<file path="src/hdl/smc_pkg.sv">
// constants for the supply monitor control block
package smc_pkg;
    localparam logic [7:0] CTRL_ADDR = 8'hDF;
    localparam logic [7:0] CTRL_RESET = 8'hDE;
    localparam int BIT_DIG_OK = 7;
    localparam int BIT_ANA_OK = 6;
    localparam int BIT_FLAG = 5;
    localparam int BIT_DTRIP_HI = 4;
    localparam int BIT_DTRIP_LO = 3;
    localparam int BIT_ATRIP_HI = 2;
    localparam int BIT_ATRIP_LO = 1;
    localparam int BIT_ENABLE = 0;
    // trip level codes: 4.63 V, 3.08 V, 2.93 V, 2.63 V
    localparam logic [1:0] TRIP_4V63 = 2'h0;
    localparam logic [1:0] TRIP_3V08 = 2'h1;
    localparam logic [1:0] TRIP_2V93 = 2'h2;
    localparam logic [1:0] TRIP_2V63 = 2'h3;
    localparam int CLK_HZ = 40000000;
    localparam int HOLD_MS = 250;
    localparam int HOLD_CYCLES = CLK_HZ / 1000 * HOLD_MS;
    // glitch filter length in cycles
    localparam int GLITCH_CYCLES = 8;
endpackage : smc_pkg

</file>
<file path="src/hdl/smc_top.sv">
// supply monitor control register, glitch filter and low-supply flag
//
// Contract
// (RULE_01) monitor runs only while enable bit set
// (RULE_02) digital trip level from two-bit field
// (RULE_03) analog trip level, same two-bit coding
// (RULE_04) bit 7 shows digital rail comparator
// (RULE_05) bit 6 shows analog rail comparator
// (RULE_06) bit 5 flag sets on any low rail
// (RULE_07) flag clears after 250 ms rails good
// (RULE_08) software clear ignored while rail low
// (RULE_09) interrupt passed only when enable set
// (RULE_10) comparator glitches are filtered out
// (RULE_11) rail drop restarts the hold count
// (RULE_12) hold interval counted on reference clock
`timescale 1ns/1ps
module smc_top #(
    parameter int HOLD_COUNT = smc_pkg::HOLD_CYCLES
) (
    input wire logic sys_clk, // core clock, 40 MHz
    input wire logic rstn, // async reset, active low
    input wire logic [7:0] sfr_addr, // special register address
    input wire logic sfr_wr, // write strobe
    input wire logic [7:0] sfr_wdata, // write data
    input wire logic sfr_rd, // read strobe
    output logic [7:0] sfr_rdata_ff, // read data, registered, zero when not reading
    input wire logic dig_cmp_raw, // digital comparator pin
    input wire logic ana_cmp_raw, // analog comparator pin
    input wire logic secondary_interrupt_enable, // core irq enable
    output logic monitor_enable_ff, // comparator enable out
    output logic [1:0] digital_trip_ff, // digital trip code out
    output logic [1:0] analog_trip_ff, // analog trip code out
    output logic low_supply_irq_ff // interrupt to core
);
    logic [2:0] dig_sync_ff;
    logic [2:0] ana_sync_ff;
    logic digital_rail_ok_ff;
    logic analog_rail_ok_ff;
    logic [3:0] glitch_cnt_ff;
    logic low_supply_flag_ff;
    logic [31:0] hold_cnt_ff;
    logic [31:0] nxt_hold_cnt;
    logic [3:0] nxt_glitch_cnt;
    logic nxt_flag;
    logic nxt_irq;
    logic [7:0] nxt_rdata;

    wire ctrl_hit = sfr_addr == smc_pkg::CTRL_ADDR;
    wire ctrl_wr = sfr_wr && ctrl_hit;
    wire dig_stable = dig_sync_ff[1] == dig_sync_ff[2];
    wire ana_stable = ana_sync_ff[1] == ana_sync_ff[2];
    // a differing raw state must persist to count as a change
    wire filt_diff = (dig_sync_ff[2] != digital_rail_ok_ff) ||
                     (ana_sync_ff[2] != analog_rail_ok_ff);
    wire filt_take = filt_diff && dig_stable && ana_stable &&
                     glitch_cnt_ff == 4'(smc_pkg::GLITCH_CYCLES - 1);
    wire rail_low = monitor_enable_ff &&
                    !(digital_rail_ok_ff && analog_rail_ok_ff);
    wire hold_done = hold_cnt_ff == 32'(HOLD_COUNT - 1);
    wire sw_flag_wr = ctrl_wr;
    wire sw_flag_val = sfr_wdata[smc_pkg::BIT_FLAG];
    wire [7:0] ctrl_view = {digital_rail_ok_ff, analog_rail_ok_ff,
                            low_supply_flag_ff, digital_trip_ff,
                            analog_trip_ff, monitor_enable_ff};

    // glitch filter counter, reset whenever inputs disagree
    assign nxt_glitch_cnt = (!filt_diff || !dig_stable || // RULE_10
                             !ana_stable || filt_take) ? 4'h0 :
                            glitch_cnt_ff + 4'h1;

    // hold counter only runs while flag pending and no rail is low with the monitor enabled
    assign nxt_hold_cnt = (rail_low || !low_supply_flag_ff ||
                           hold_done) ? 32'h0 : // RULE_07 RULE_11
                          hold_cnt_ff + 32'h1; // RULE_12

    // set has priority; software clear blocked while a rail is low
    assign nxt_flag = rail_low ? 1'b1 : // RULE_06 RULE_08
                      (low_supply_flag_ff && hold_done) ? 1'b0 : // RULE_07
                      sw_flag_wr ? sw_flag_val : low_supply_flag_ff;

    assign nxt_irq = nxt_flag && secondary_interrupt_enable; // RULE_09
    assign nxt_rdata = (sfr_rd && ctrl_hit) ? ctrl_view : 8'h00;

    // three-stage synchronisers for the digital and analog comparator outputs
    always_ff @(posedge sys_clk or negedge rstn)
    begin
        if (!rstn)
        begin
            dig_sync_ff <= 3'h7;
            ana_sync_ff <= 3'h7;
        end
        else
        begin
            dig_sync_ff <= {dig_sync_ff[1:0], dig_cmp_raw};
            ana_sync_ff <= {ana_sync_ff[1:0], ana_cmp_raw};
        end
    end

    // filtered comparator state, read back in bits 7 and 6
    always_ff @(posedge sys_clk or negedge rstn)
    begin
        if (!rstn)
        begin
            digital_rail_ok_ff <= smc_pkg::CTRL_RESET[smc_pkg::BIT_DIG_OK];
            analog_rail_ok_ff <= smc_pkg::CTRL_RESET[smc_pkg::BIT_ANA_OK];
            glitch_cnt_ff <= 4'h0;
        end
        else
        begin
            glitch_cnt_ff <= nxt_glitch_cnt;
            if (filt_take)
            begin
                digital_rail_ok_ff <= dig_sync_ff[2]; // RULE_04
                analog_rail_ok_ff <= ana_sync_ff[2]; // RULE_05
            end
        end
    end

    // control fields written by software
    always_ff @(posedge sys_clk or negedge rstn)
    begin
        if (!rstn)
        begin
            monitor_enable_ff <= smc_pkg::CTRL_RESET[smc_pkg::BIT_ENABLE];
            digital_trip_ff <= smc_pkg::CTRL_RESET[4:3];
            analog_trip_ff <= smc_pkg::CTRL_RESET[2:1];
        end
        else if (ctrl_wr)
        begin
            monitor_enable_ff <= sfr_wdata[smc_pkg::BIT_ENABLE]; // RULE_01
            digital_trip_ff <= sfr_wdata[4:3]; // RULE_02
            analog_trip_ff <= sfr_wdata[2:1]; // RULE_03
        end
    end

    // flag, hold counter, interrupt and read data
    always_ff @(posedge sys_clk or negedge rstn)
    begin
        if (!rstn)
        begin
            low_supply_flag_ff <= smc_pkg::CTRL_RESET[smc_pkg::BIT_FLAG];
            hold_cnt_ff <= 32'h0;
            low_supply_irq_ff <= 1'b0;
            sfr_rdata_ff <= 8'h00;
        end
        else
        begin
            low_supply_flag_ff <= nxt_flag;
            hold_cnt_ff <= nxt_hold_cnt;
            low_supply_irq_ff <= nxt_irq;
            sfr_rdata_ff <= nxt_rdata;
        end
    end
endmodule : smc_top

</file>
<file path="config.mk">
export PLATFORM = sky130hd
export DESIGN_NAME = smc_top
export DESIGN_NICKNAME = d
export VERILOG_FILES = /design/src/hdl/smc_pkg.sv /design/src/hdl/smc_top.sv
export SDC_FILE = /design/constraint.sdc
export NUM_CORES = 1
export LEC_CHECK = 0
export BUFFER_PORTS_ARGS = -buffer_cell sky130_fd_sc_hd__buf_2
export CORE_MARGIN = 2
export CORE_UTILIZATION = 25
export CTS_CLUSTER_DIAMETER = 80
export CTS_CLUSTER_SIZE = 12
export DETAILED_ROUTE_END_ITERATION = 8
export PLACE_DENSITY_LB_ADDON = 0.08
export SLEW_MARGIN = 10
export SYNTH_ARGS = -nofsm -noshare
export SYNTH_HDL_FRONTEND = slang
export SYNTH_SLANG_ARGS = --single-unit
</file>
<file path="constraint.sdc">
create_clock -name sys_clk -period 2.4 [get_ports sys_clk]
set_input_delay 0.12 -clock sys_clk [delete_from_list [all_inputs] [get_ports sys_clk]]
set_output_delay 0.12 -clock sys_clk [all_outputs]
set_load 0.005 [all_outputs]
</file>
After elaboration in Yosys (flattened, before gate mapping)
Index checks and enable logic that the tools add are counted.

word-level totals
  bits in registers = 59
  output and inout port bits = 14
  word-level logic and storage cells = 47
  bits of input ports = 23

operators by class
  add/subtract/negate cells = 2
  reduce and logical (&&, ||, !) cells = 20
  equal/unequal tests = 7
  multiplexer cells = 6

operators with widths
  kind                   count
  $add 32x1->32 const B  1
  $eq 32x24->1 const B   1
  $mux 32                1
  $logic_and 1x1->1      9
  $eq 8x8->1 const B     1
  $mux 8                 1
  $logic_or 1x1->1       6
  $logic_not 1->1        5
  $add 4x1->4 const B    1
  $eq 4x3->1 const B     1
  $mux 4                 1
  $mux 1                 3
  $eq 1x1->1             2
  $ne 1x1->1             2

Logic depth before layout (Yosys ltp)
Gate-level depths: netlist of run 1.

  depth after elaboration = 7
  gate-level depth with buffers = 7
  gate-level depth less buffers = 5

Worst setup path after synthesis of run 1
OpenSTA, ideal clock, no wires.

  path type = flip-flop to flip-flop
  from = reg hold_cnt_ff[26]
  to = reg hold_cnt_ff[24]
  path buffers = 1
  path slack = 0.448 ns
  setup time = 0.129 ns
  stages on the path, launching flop included = 7
  clock period less this slack = 1.952 ns
  arrival = 1.822 ns
  required time = 2.271 ns
  path through = dfrtp_1 > or4_1 > nor4_2 > nand4_2 > buf_4 > nand2_2 > o32ai_1

on the way
  word-level cells in the longest chain between the ends = 3

ends and longest elaborated chain
  item                        RTL line        RTL
  start, declared             smc_top.sv:41   logic [31:0] hold_cnt_ff;
  start signal, assigned      smc_top.sv:149  hold_cnt_ff <= nxt_hold_cnt;
  $eq 32x24->1                smc_top.sv:59   wire hold_done = hold_cnt_ff == 32'(HOLD_COUNT - 1);
  $logic_or 1x1->1            smc_top.sv:72   assign nxt_hold_cnt = (rail_low || !low_supply_flag_ff ||
  $mux 32                     smc_top.sv:73   hold_done) ? 32'h0 :
  named net nxt_hold_cnt[24]  smc_top.sv:42   logic [31:0] nxt_hold_cnt;

The timed path passes the listed nets, and every way through them passes these cells.
A chain may end at the register's enable or synchronous reset.

Worst setup path in the final report of run 1
Ends and elaborated chain as after synthesis.

==> impl_summary.txt, run 1 <==
----------------------------------------------------
[Flow run]
  Total of max-cap violations ... 0

[Synthesis]
  Cells taking the most area after synthesis ... sky130_fd_sc_hd__dfrtp_1 42%, sky130_fd_sc_hd__dfstp_2 11%, sky130_fd_sc_hd__xnor2_1 5.3%
  Cell variety after synth ... 44
  Sequential area share after synthesis ... 0.532
  Dominant register cell in the synthesized netlist ... sky130_fd_sc_hd__dfrtp_1
  #FFs+latches synth ... 59
  Yosys warning total ... 0
  Syn_nets ... between 200 and 300
  Mean instance size in the synthesized netlist ... 10.4 um2
  Largest area contributor in the netlist ... sky130_fd_sc_hd__dfrtp_1
  Leading post-synthesis cells by instance count ... 47 x sky130_fd_sc_hd__dfrtp_1, 27 x sky130_fd_sc_hd__nor2_1, 24 x sky130_fd_sc_hd__nand2_1, 17 x sky130_fd_sc_hd__xnor2_1, 14 x sky130_fd_sc_hd__a21oi_1
  Post-Synthesis Cells ... 269
  Area share of the largest cell type after synthesis ... 0.419
  Fraction of registers with async set or reset after synthesis ... 1.00
  Synthesized cell area ... 2800 um2
  Count of flip-flops with a built-in enable after synthesis ... 0
  Most frequent cell after synthesis ... sky130_fd_sc_hd__dfrtp_1

[Pwr]
  Internal Pwr Total ... ~0.0018 W
  Max VDD drop ... 0.201 mV
  Sequential power share ... 0.474
  Total Power ... 0.00238 W
  Clock share of power ... 0.434
  Total leakage power ... 1.48 nW
  Combinational Power Share ... 0.092
  Net switching power ... 0.000617 W
  Switch share ... 0.260
  Total power per unit cell area ... 679 nW/um2

[Drt]
  Average detailed-routed wire length per instance ... between 10 and 15 um
  Number of vias after detailed routing ... 2178
  Post-route DRC violation count ... 0
  Final WL ... 6830 um
  Average via count per standard cell ... 4.63
  Number of nets with antenna violations after detailed routing ... 0
  DRC marker count from the first detailed-route iteration ... 92
  First-pass iteration count of the detailed router ... 4

[Placement]
  # port buffers ... 34
  Sum of net half-perimeters after detailed placement ... 4660 um
  Final RePlAce weighted congestion ... 0.699
  Area after DPL ... 3210 um2

[Hold path]
  Hold Path Class ... in2reg

[Global routing]
  Global route overflow ... 0
  Initial antenna violation count ... 0
  GRT Util Overall ... 0.122
  Number of global-route vias before repair ... around 2100
  Global-route wire length before repair ... 11100 um
  Pin count of the biggest net entering global routing ... 31

[Status]
  Outcome ... complete, no violations

[Clock tree]
  CTS max path bufs ... 2
  Clock network latency to the later pin of the worst-skew pair ... 0.35 ns
  Clock sinks ... between 50 and 60
  Clock tree from TritonCTS ... built
  Clock H-tree levels ... 3
  CTS clk-pin slew, worst paths ... 0.07 ns
  Number of resized instances in the post-cts repair step ... 0
  Clock buffers created by TritonCTS ... 9
  CTS root buf ... sky130_fd_sc_hd__clkbuf_8

[Floorplan]
  Die Ht ... 110 um
  Horizontal die dimension ... 110 um
  I/O pins ... 37
  Placeable core region ... about 11000 um2
  Die Area ... approximately 12000 um2
  Initial core utilization ... 0.258
  Number of placement rows ... 38

[Critical path]
  Critical path type ... reg2reg
  Sort of element at the end of the critical path ... flop
  Data required time at the worst endpoint ... 2.60 ns
  Kind of launch point of the worst setup path ... flop
  Data arrival time of the worst path ... 2.37 ns
  Largest driver fanout on the critical path ... 10

[Timing]
  Setup repair after global routing missed its margin ... false
  Min Tclk post-route ... 2.17 ns
  Setup TNS ... 0 ns
  Max Clock Freq ... 0.461 GHz
  Count of final max-slew check failures ... 0
  Fin Clk Skew ... 0.0179 ns
  Worst-margin pin slew ... 0.835 ns
  Final hold violation count ... 0
  # setup viols final ... 0
  Normalized max-slew margin ... 0.439
  Final worst path period share ... 0.904

[Final layout]
  Layout filler cell count ... 1133
  Post-synthesis to final-layout area growth ... 25.0%
  Final cell area excluding filler cells ... roughly 3500 um2
  Footprint of the multi-input gates ... 1240 um2
  Fraction of layout cells with a size suffix above 1 ... 0.282
  Number of inserted diodes ... 0
  Final net count ... 350
  Sequential Area ... about 1500 um2

----------------------------------------------------
## power groups by stage
| stage | Clock [W] | Sequential, W | Combinational, W |
|---|---|---|---|
| 4_1_cts | 0.00107 | 0.00113 | 0.000225 |
| 2_1_floorplan | 0 | 0.00113 | 0.000136 |
| 6_report | 0.00103 | 0.00113 | 0.000218 |
| 3_3_place_gp | 0 | 0.00115 | 0.000213 |
| 3_5_place_dp | 0 | 0.00115 | 0.000216 |
| 5_1_grt | 0.00112 | 0.00114 | 0.000251 |
## cell usage in the layout, fill, tap and decap left out, types with 3 or more instances in the layout
master / n
sky130_fd_sc_hd__xnor2_1: 17
sky130_fd_sc_hd__clkbuf_8: 9
sky130_fd_sc_hd__inv_1: 6
sky130_fd_sc_hd__nor4_1: 7
sky130_fd_sc_hd__o22ai_1: 9
sky130_fd_sc_hd__nand3_1: 13
sky130_fd_sc_hd__nand2_1: 24
sky130_fd_sc_hd__buf_4: 10
sky130_fd_sc_hd__dfrtp_1: 47
sky130_fd_sc_hd__and2_1: 8
sky130_fd_sc_hd__or3_1: 7
sky130_fd_sc_hd__dlygate4sd3_1: 7
sky130_fd_sc_hd__mux2_2: 7
sky130_fd_sc_hd__nor2_1: 27
sky130_fd_sc_hd__and3_2: 4
sky130_fd_sc_hd__nor3_1: 10
sky130_fd_sc_hd__clkinv_4: 3
sky130_fd_sc_hd__nand4b_1: 3
sky130_fd_sc_hd__or4_1: 4
sky130_fd_sc_hd__xor2_1: 6
sky130_fd_sc_hd__nand4_1: 8
sky130_fd_sc_hd__a21oi_1: 14
sky130_fd_sc_hd__buf_2: 34
sky130_fd_sc_hd__dfstp_2: 12
## cell families after synthesis
kind of cell,after synthesis,share of synthesized area
buffers and inverters,14,0.0272
AND/OR/NAND/NOR,134,0.266
multiplexers,8,0.0317
AO/OA/AOI/OAI,29,0.0629
flip-flops,59,0.532
XOR/XNOR,23,0.0718
adder cells (fa/ha/maj),2,0.00892
## layer usage
layer  vias up  global-route usage  wire (um)
li1       1079                   -          -
met1      1039               0.163       3360
met2        52               0.188       3050
met3         8              0.0344        332
met4         0              0.0461         84
met5         -                   0          0
## metrics by stage
| stage | hold slack [ns] | setup slack (ns) | util | instances |
|---|---|---|---|---|
| after floorplan | -0.176 | 0.448 | - | 269 |
| after global placement | 0.220 | 0.287 | 0.295 | 447 |
| after detailed placement | 0.216 | 0.231 | 0.295 | 447 |
| after CTS | 0.00748 | 0.209 | 0.322 | 470 |
| after global routing | 0.00271 | 0.0745 | 0.322 | 470 |
| final | 0.0211 | 0.230 | 0.322 | 470 |
## flip-flops by register name (all words and copies together), names as in the netlist
signal	flops
hold_cnt_ff	32
sfr_rdata_ff	8
glitch_cnt_ff	4
ana_sync_ff	3
dig_sync_ff	3
analog_trip_ff	2
digital_trip_ff	2
analog_rail_ok_ff	1
digital_rail_ok_ff	1
low_supply_flag_ff	1
low_supply_irq_ff	1
monitor_enable_ff	1
## worst max-delay path: stages (launching register included)
cell and delay [ns]:
sky130_fd_sc_hd__dfrtp_1 0.42, sky130_fd_sc_hd__or4_1 0.59, sky130_fd_sc_hd__nor4_2 0.30, sky130_fd_sc_hd__nand4_2 0.14, sky130_fd_sc_hd__buf_4 0.20, sky130_fd_sc_hd__nand2_2 0.23, sky130_fd_sc_hd__o32ai_1 0.14
## timing repair
action	CTS	global route
buffers inserted	0	0
hold buffers	7	0
endpoints found under the hold margin	29	0
## final cells by class
| cell class | count | share of cell area |
|---|---|---|
| sequential | 59 | 0.426 |
| tap | 140 | 0.0500 |
| clock inverter | 7 | 0.0286 |
| timing repair buffer | 53 | 0.101 |
| clock buffer | 9 | 0.0353 |
| multi-input combinational | 196 | 0.353 |
| inverter | 6 | 0.00643 |
## path summary, 6_finish.rpt
path                                 start                end  depth (start not counted)  slack, ns
setup / recovery           hold_cnt_ff[26]    hold_cnt_ff[24]                          6       0.23
max in group asynchronous             rstn  analog_trip_ff[0]                          3       1.36
hold reg to reg             dig_sync_ff[0]     dig_sync_ff[1]                          0       0.34
hold / removal                sfr_wdata[2]  analog_trip_ff[1]                          2       0.02
min in group asynchronous             rstn   glitch_cnt_ff[2]                          2       0.35
setup reg to reg           hold_cnt_ff[26]    hold_cnt_ff[24]                          6       0.23
No activity file was read; power rests on OpenSTA's default activity.
==> inputs of run 2 (changes only) <==
Settings changed: CORE_MARGIN 2 to unset.
==> impl_summary.txt, run 2 (same netlist as run 1, synthesis figures left out) <==
----------------------------------------------------
[Status]
  Outcome ... complete, no violations

[Final layout]
  Flip-flop count of the largest register after layout ... 32 (unchanged)
  Post-synthesis to final-layout area growth ... 25.9%
  Sequential Area ... 1490 um2 (unchanged)
  Share of the core filled with cells ... 0.324 (+0.00241)
  Fraction of layout cells with a size suffix above 1 ... 0.293 (+0.0107)
  Number of inserted diodes ... 0 (unchanged)
  Layout filler cell count ... 1105 (-2.5%)
  Footprint of the multi-input gates ... 1240 um2 (unchanged)
  Commonest cells after routing, fill and taps aside ... 47 x sky130_fd_sc_hd__dfrtp_1, 34 x sky130_fd_sc_hd__buf_2, 27 x sky130_fd_sc_hd__nor2_1
  Register containing the most flip-flops in the final layout ... hold_cnt_ff
  Largest registers ... hold_cnt_ff (32), sfr_rdata_ff (8), glitch_cnt_ff (4)
  Final net count ... 355 (+1.4%)
  Non-filler instance count after layout ... 475 (+1.1%)
  Leading cell type in the layout, fill and taps excluded ... sky130_fd_sc_hd__dfrtp_1

[Floorplan]
  I/O pins ... 37 (unchanged)
  Horizontal die dimension ... 108 um (-1.8%)
  Number of placement rows ... 38 (unchanged)
  Die Area ... 11600 um2 (-3.6%)
  Die Ht ... 108 um (-1.8%)
  Placeable core region ... 10900 um2 (unchanged)
  Initial core utilization ... 0.258 (unchanged)

[Drt]
  Number of nets with antenna violations after detailed routing ... 0 (unchanged)
  Routed metal-1 wirelength ... 3330 um (-0.80%)
  Number of vias after detailed routing ... 2192 (+0.64%)
  First-pass iteration count of the detailed router ... 4 (unchanged)
  Final WL ... 6740 um (-1.3%)
  DR top layer ... met4
  Post-route DRC violation count ... 0 (unchanged)
  Average detailed-routed wire length per instance ... 14.2 um (-2.4%)
  Average via count per standard cell ... 4.61 (-0.42%)
  WL met2 ... 2960 um (-3.1%)
  DRC marker count from the first detailed-route iteration ... 101 (+9.8%)
  Routed length on met3 ... 377 um (+14%)

[Clock tree]
  Number of setup buffers added after CTS ... 0 (unchanged)
  Clock tree from TritonCTS ... built
  CTS root buf ... sky130_fd_sc_hd__clkbuf_8
  CTS max path bufs ... 2 (unchanged)
  Clock sinks ... 59 (unchanged)
  Clock H-tree levels ... 3 (unchanged)
  Clock buffers created by TritonCTS ... 9 (unchanged)
  Clock network latency to the later pin of the worst-skew pair ... 0.34 ns (about the same)
  CTS clk-pin slew, worst paths ... 0.07 ns (about the same)

[Critical path]
  Data required time at the worst endpoint ... 2.63 ns (+0.03 ns)
  Number of buffers and inverters on the critical path ... 2 (+1)
  Critical path cell sequence ... or4_1, nor4_2, nand4_2, buf_4, o21ai_4, buf_4, nor2_1
  Largest stage delay on the critical path ... 0.60 ns (about the same)
  Worst path top cell family by delay ... simple AND/OR/NAND/NOR gates
  Sort of element at the end of the critical path ... flop
  Slowest CP cell ... sky130_fd_sc_hd__or4_1
  Data arrival time of the worst path ... 2.39 ns (+0.02 ns)
  Critical path's most frequent cell ... sky130_fd_sc_hd__buf_4
  Critical path type ... reg2reg
  Kind of launch point of the worst setup path ... flop
  Largest driver fanout on the critical path ... 7 (-3)

[Global routing]
  Number of global-route vias before repair ... 2163 (+1.2%)
  GRT Util Overall ... 0.127 (+0.00446)
  Global-route wire length before repair ... 11100 um (+0.43%)
  Global route overflow ... 0 (unchanged)
  Initial antenna violation count ... 0 (unchanged)
  Pin count of the biggest net entering global routing ... 27 (-13%)

[Flow run]
  Total of max-cap violations ... 0 (unchanged)

[Pwr]
  Total power per unit cell area ... 678 nW/um2 (about the same)
  Total leakage power ... 1.50 nW (+1.5%)
  Max VDD drop ... 0.267 mV (+33%)

[Placement]
  # port buffers ... 34 (unchanged)
  Final RePlAce weighted congestion ... 0.714 (+2.0%)
  Sum of net half-perimeters after detailed placement ... 4580 um (-1.8%)
  Inst Count DP ... 453 (+1.3%)

[Timing]
  Setup repair after global routing missed its margin ... false
  Min Tclk post-route ... 2.17 ns (-0.00229 ns)
  Fin Clk Skew ... 0.00581 ns (-0.0121 ns)
  Final hold violation count ... 0 (unchanged)
  Worst-margin pin slew ... 0.776 ns (-0.0593 ns)
  # setup viols final ... 0 (unchanged)
  Normalized max-slew margin ... 0.479 (+0.0399)
  Count of final max-slew check failures ... 0 (unchanged)
  Setup TNS ... 0 ns (unchanged)
  Max Clock Freq ... 0.461 GHz (+0.11%)
  Final worst path period share ... 0.903 (-0.000953)

[Hold path]
  Hold Path Class ... in2reg

----------------------------------------------------
[run 2: layout make-up]
type                            count  area share
Clock buffer                       12      0.0439
Multi-Input combinational cell    196       0.350
Sequential cell                    59       0.422
Clock inverter                      4      0.0206
Tap cell                          140      0.0496
Inverter                            6     0.00638
Timing Repair Buffer               58       0.107
[run 2: worst paths after layout]
kind / startpoint / endpoint / slack, ns / cells past startpoint
max in group asynchronous: rstn / digital_rail_ok_ff / 1.54 / 3
max: hold_cnt_ff[26] / hold_cnt_ff[0] / 0.23 / 7
max reg2reg: hold_cnt_ff[26] / hold_cnt_ff[0] / 0.23 / 7
min in group asynchronous: rstn / glitch_cnt_ff[2] / 0.18 / 2
min reg2reg: dig_sync_ff[0] / dig_sync_ff[1] / 0.35 / 0
min: sfr_wdata[2] / analog_trip_ff[1] / 0.02 / 2
[run 2: timing repair]
action                                 in CTS  in global routing
resized for setup                           0                  0
hold buffers                                5                  1
endpoints found under the hold margin      14                  1
[run 2: per-stage QoR]
stage	cell area [um2]	power [W]	setup slack, ns	hold WS (ns)
3_5_place_dp	3240	0.00136	0.227	0.0111
5_1_grt	3530	0.00252	0.0716	0.00989
2_1_floorplan	2800	0.00127	0.448	-0.176
3_3_place_gp	3240	0.00136	0.239	0.00650
6_report	3530	0.00239	0.232	0.0191
4_1_cts	3520	0.00244	0.204	0.00293
[run 2: where the power goes]
part | internal, W | switching [W] | leakage, nW
Combinational | 0.000101 | 0.000112 | 0.627
Clock | 0.000640 | 0.000412 | 0.113
Sequential | 0.00107 | 0.0000620 | 0.763
[run 2: routing by layer]
metal  GRT usage  vias to the layer above
li1            -                     1084
met1       0.172                     1043
met2       0.195                       59
met3      0.0369                        6
met4      0.0382                        0
met5           0                        -
==> inputs of run 3 (changes only) <==
Settings changed: CELL_PAD_IN_SITES_DETAIL_PLACEMENT set to 0, CELL_PAD_IN_SITES_GLOBAL_PLACEMENT set to 1, CORE_UTILIZATION 25 to 45.
==> impl_summary.txt, run 3 (same netlist as run 1, synthesis figures left out) <==
----------------------------------------------------
[Status]
  Outcome ... complete, no violations

[Drt]
  Average via count per standard cell ... 5.39 (+17%)
  First-pass iteration count of the detailed router ... 4 (unchanged)
  DR top layer ... met4
  Post-route DRC violation count ... 0 (unchanged)
  Routed metal-1 wirelength ... 2640 um (-21%)
  Routed length on met3 ... 312 um (-17%)
  WL met2 ... 2850 um (-3.4%)
  Number of vias after detailed routing ... 2166 (-1.2%)
  Number of nets with antenna violations after detailed routing ... 0 (unchanged)
  Average detailed-routed wire length per instance ... 14.7 um (+3.5%)
  Final WL ... 5900 um (-12%)
  DRC marker count from the first detailed-route iteration ... 73 (-28%)

[Final layout]
  Final net count ... 347 (-2.3%)
  Sequential Area ... 1490 um2 (unchanged)
  Largest registers ... hold_cnt_ff (32), sfr_rdata_ff (8), glitch_cnt_ff (4)
  Register containing the most flip-flops in the final layout ... hold_cnt_ff
  Footprint of the multi-input gates ... 1240 um2 (unchanged)
  Fraction of layout cells with a size suffix above 1 ... 0.278 (-0.0142)
  Flip-flop count of the largest register after layout ... 32 (unchanged)
  Layout filler cell count ... 532 (-52%)
  Post-synthesis to final-layout area growth ... 21.2%
  Leading cell type in the layout, fill and taps excluded ... sky130_fd_sc_hd__dfrtp_1
  Non-filler instance count after layout ... 402 (-15%)
  Commonest cells after routing, fill and taps aside ... 47 x sky130_fd_sc_hd__dfrtp_1, 34 x sky130_fd_sc_hd__buf_2, 27 x sky130_fd_sc_hd__nor2_1
  Number of inserted diodes ... 0 (unchanged)

[Timing]
  Setup repair after global routing missed its margin ... false
  Final hold violation count ... 0 (unchanged)
  Normalized max-slew margin ... 0.544 (+0.0649)
  # setup viols final ... 0 (unchanged)
  Count of final max-slew check failures ... 0 (unchanged)
  Setup TNS ... 0 ns (unchanged)
  Final worst path period share ... 0.877 (-0.0263)
  Setup WS post-layout ... 0.295 ns (+0.0631 ns)
  Fin Clk Skew ... 0.00678 ns (+0.000977 ns)
  Min Tclk post-route ... 2.10 ns (-0.0631 ns)
  Worst-margin pin slew ... 0.685 ns (-0.0914 ns)
  Max Clock Freq ... 0.475 GHz (+3.0%)

[Placement]
  Final RePlAce weighted congestion ... 0.822 (+15%)
  # port buffers ... 34 (unchanged)
  Sum of net half-perimeters after detailed placement ... 4010 um (-12%)
  Worst-case setup slack after placement ... 0.292 ns (+0.0657 ns)
  Inst Count DP ... 381 (-16%)

[Floorplan]
  Die Area ... 6550 um2 (-44%)
  Horizontal die dimension ... 80.9 um (-25%)
  Die Ht ... 80.9 um (-25%)
  Number of placement rows ... 28 (-26%)
  I/O pins ... 37 (unchanged)
  Initial core utilization ... 0.471 (+0.213)
  Placeable core region ... 5960 um2 (-45%)

[Clock tree]
  Clock tree from TritonCTS ... built
  CTS clk-pin slew, worst paths ... 0.07 ns (about the same)
  CTS max path bufs ... 2 (unchanged)
  Clock H-tree levels ... 3 (unchanged)
  CTS root buf ... sky130_fd_sc_hd__clkbuf_8
  Clock network latency to the later pin of the worst-skew pair ... 0.33 ns (about the same)
  Clock sinks ... 59 (unchanged)
  Clock buffers created by TritonCTS ... 9 (unchanged)
  Number of setup buffers added after CTS ... 0 (unchanged)

[Global routing]
  Global-route wire length before repair ... 9920 um (-11%)
  Initial antenna violation count ... 0 (unchanged)
  GRT Util Overall ... 0.205 (+0.0782)
  Global route overflow ... 0 (unchanged)
  Pin count of the biggest net entering global routing ... 31 (+15%)
  Number of global-route vias before repair ... 2090 (-3.4%)

[Critical path]
  Slowest CP cell ... sky130_fd_sc_hd__or4_1
  Sort of element at the end of the critical path ... flop
  Critical R2R Launch ... hold_cnt_ff[26]
  R2R Setup Slk ... 0.30 ns (+0.06 ns)
  Critical path type ... reg2reg
  Kind of launch point of the worst setup path ... flop
  Critical path cell sequence ... or4_1, nor4_2, nand4_2, buf_4, nor3_1, a211oi_1
  Data required time at the worst endpoint ... 2.60 ns (-0.03 ns)
  Largest driver fanout on the critical path ... 10 (+3)
  Worst path top cell family by delay ... simple AND/OR/NAND/NOR gates
  Number of buffers and inverters on the critical path ... 1 (-1)
  End of the worst register-to-register path ... low_supply_irq_ff
  Data arrival time of the worst path ... 2.30 ns (-0.09 ns)
  Worst-case reg-to-reg path depth ... 6 (-1)
  Largest stage delay on the critical path ... 0.56 ns (-0.04 ns)

[Hold path]
  Cell depth of the worst hold path ... 2 (unchanged)
  Hold Path Class ... in2reg
  Hold EP ... digital_trip_ff[0]
  Beginning of the worst hold path ... sfr_wdata[3]

[Flow run]
  Total of max-cap violations ... 0 (unchanged)

[Pwr]
  Max VDD drop ... 0.562 mV (+110%)
  Total leakage power ... 1.47 nW (-2.4%)
  Total power per unit cell area ... 692 nW/um2 (+2.1%)

----------------------------------------------------
[run 3: cell types whose count changed in the layout (fill, tap and decap cells not counted)]
cell,change
sky130_fd_sc_hd__buf_12,+1
sky130_fd_sc_hd__buf_4,-8
sky130_fd_sc_hd__dlygate4sd3_1,-1
[run 3: through the flow]
step | hold slack [ns] | power, W | utilization | area (um2)
2_1_floorplan | -0.176 | 0.00127 | - | 2800
3_3_place_gp | 0.200 | 0.00135 | 0.524 | 3120
3_5_place_dp | 0.197 | 0.00135 | 0.524 | 3120
4_1_cts | 0.00137 | 0.00239 | 0.571 | 3400
5_1_grt | 0.0129 | 0.00247 | 0.571 | 3400
6_report | 0.0191 | 0.00235 | 0.571 | 3400
[run 3: layout make-up]
type,instances,share of cell area
clock buffers,12,0.0456
clock inverters,4,0.0213
inverters,6,0.00662
multi-input cells,196,0.364
flip-flops and latches,59,0.439
well taps,75,0.0276
repair buffers,50,0.0964
[run 3: power by group]
part	switching [W]	leakage, nW	internal [W]
Clock	0.000375	0.113	0.000640
Sequential	0.0000608	0.763	0.00107
Combinational	0.000109	0.591	0.000100
Total	0.000545	1.47	0.00181
[run 3: worst max-delay path by stage]
stage                               start                 to  slack, ns  depth (start not counted)
final                     hold_cnt_ff[26]  low_supply_irq_ff       0.30                          6
after global placement    hold_cnt_ff[26]    hold_cnt_ff[31]       0.30                          7
after CTS                 hold_cnt_ff[26]    hold_cnt_ff[31]       0.28                          7
after global routing      hold_cnt_ff[26]    hold_cnt_ff[27]       0.18                          7
after floorplan           hold_cnt_ff[26]    hold_cnt_ff[24]       0.45                          6
after detailed placement  hold_cnt_ff[26]     hold_cnt_ff[3]       0.29                          7
[run 3: worst register-to-register path, cell delays in order (launching register included)]
cell and delay, ns:
sky130_fd_sc_hd__dfrtp_1 0.41, sky130_fd_sc_hd__or4_1 0.56, sky130_fd_sc_hd__nor4_2 0.29, sky130_fd_sc_hd__nand4_2 0.14
sky130_fd_sc_hd__buf_4 0.21, sky130_fd_sc_hd__nor3_1 0.26, sky130_fd_sc_hd__a211oi_1 0.10
[run 3: what timing repair did]
item                      4_1_cts  5_1_grt
resized for setup               0        0
hold buffers                    5        0
hold endpoints to repair       24        0
[run 3: per-layer routing]
metal  GRT usage  vias up
met2       0.338       56
met4      0.0821        0
met1       0.253     1031
li1            -     1071
met3      0.0573        8
met5           0        -
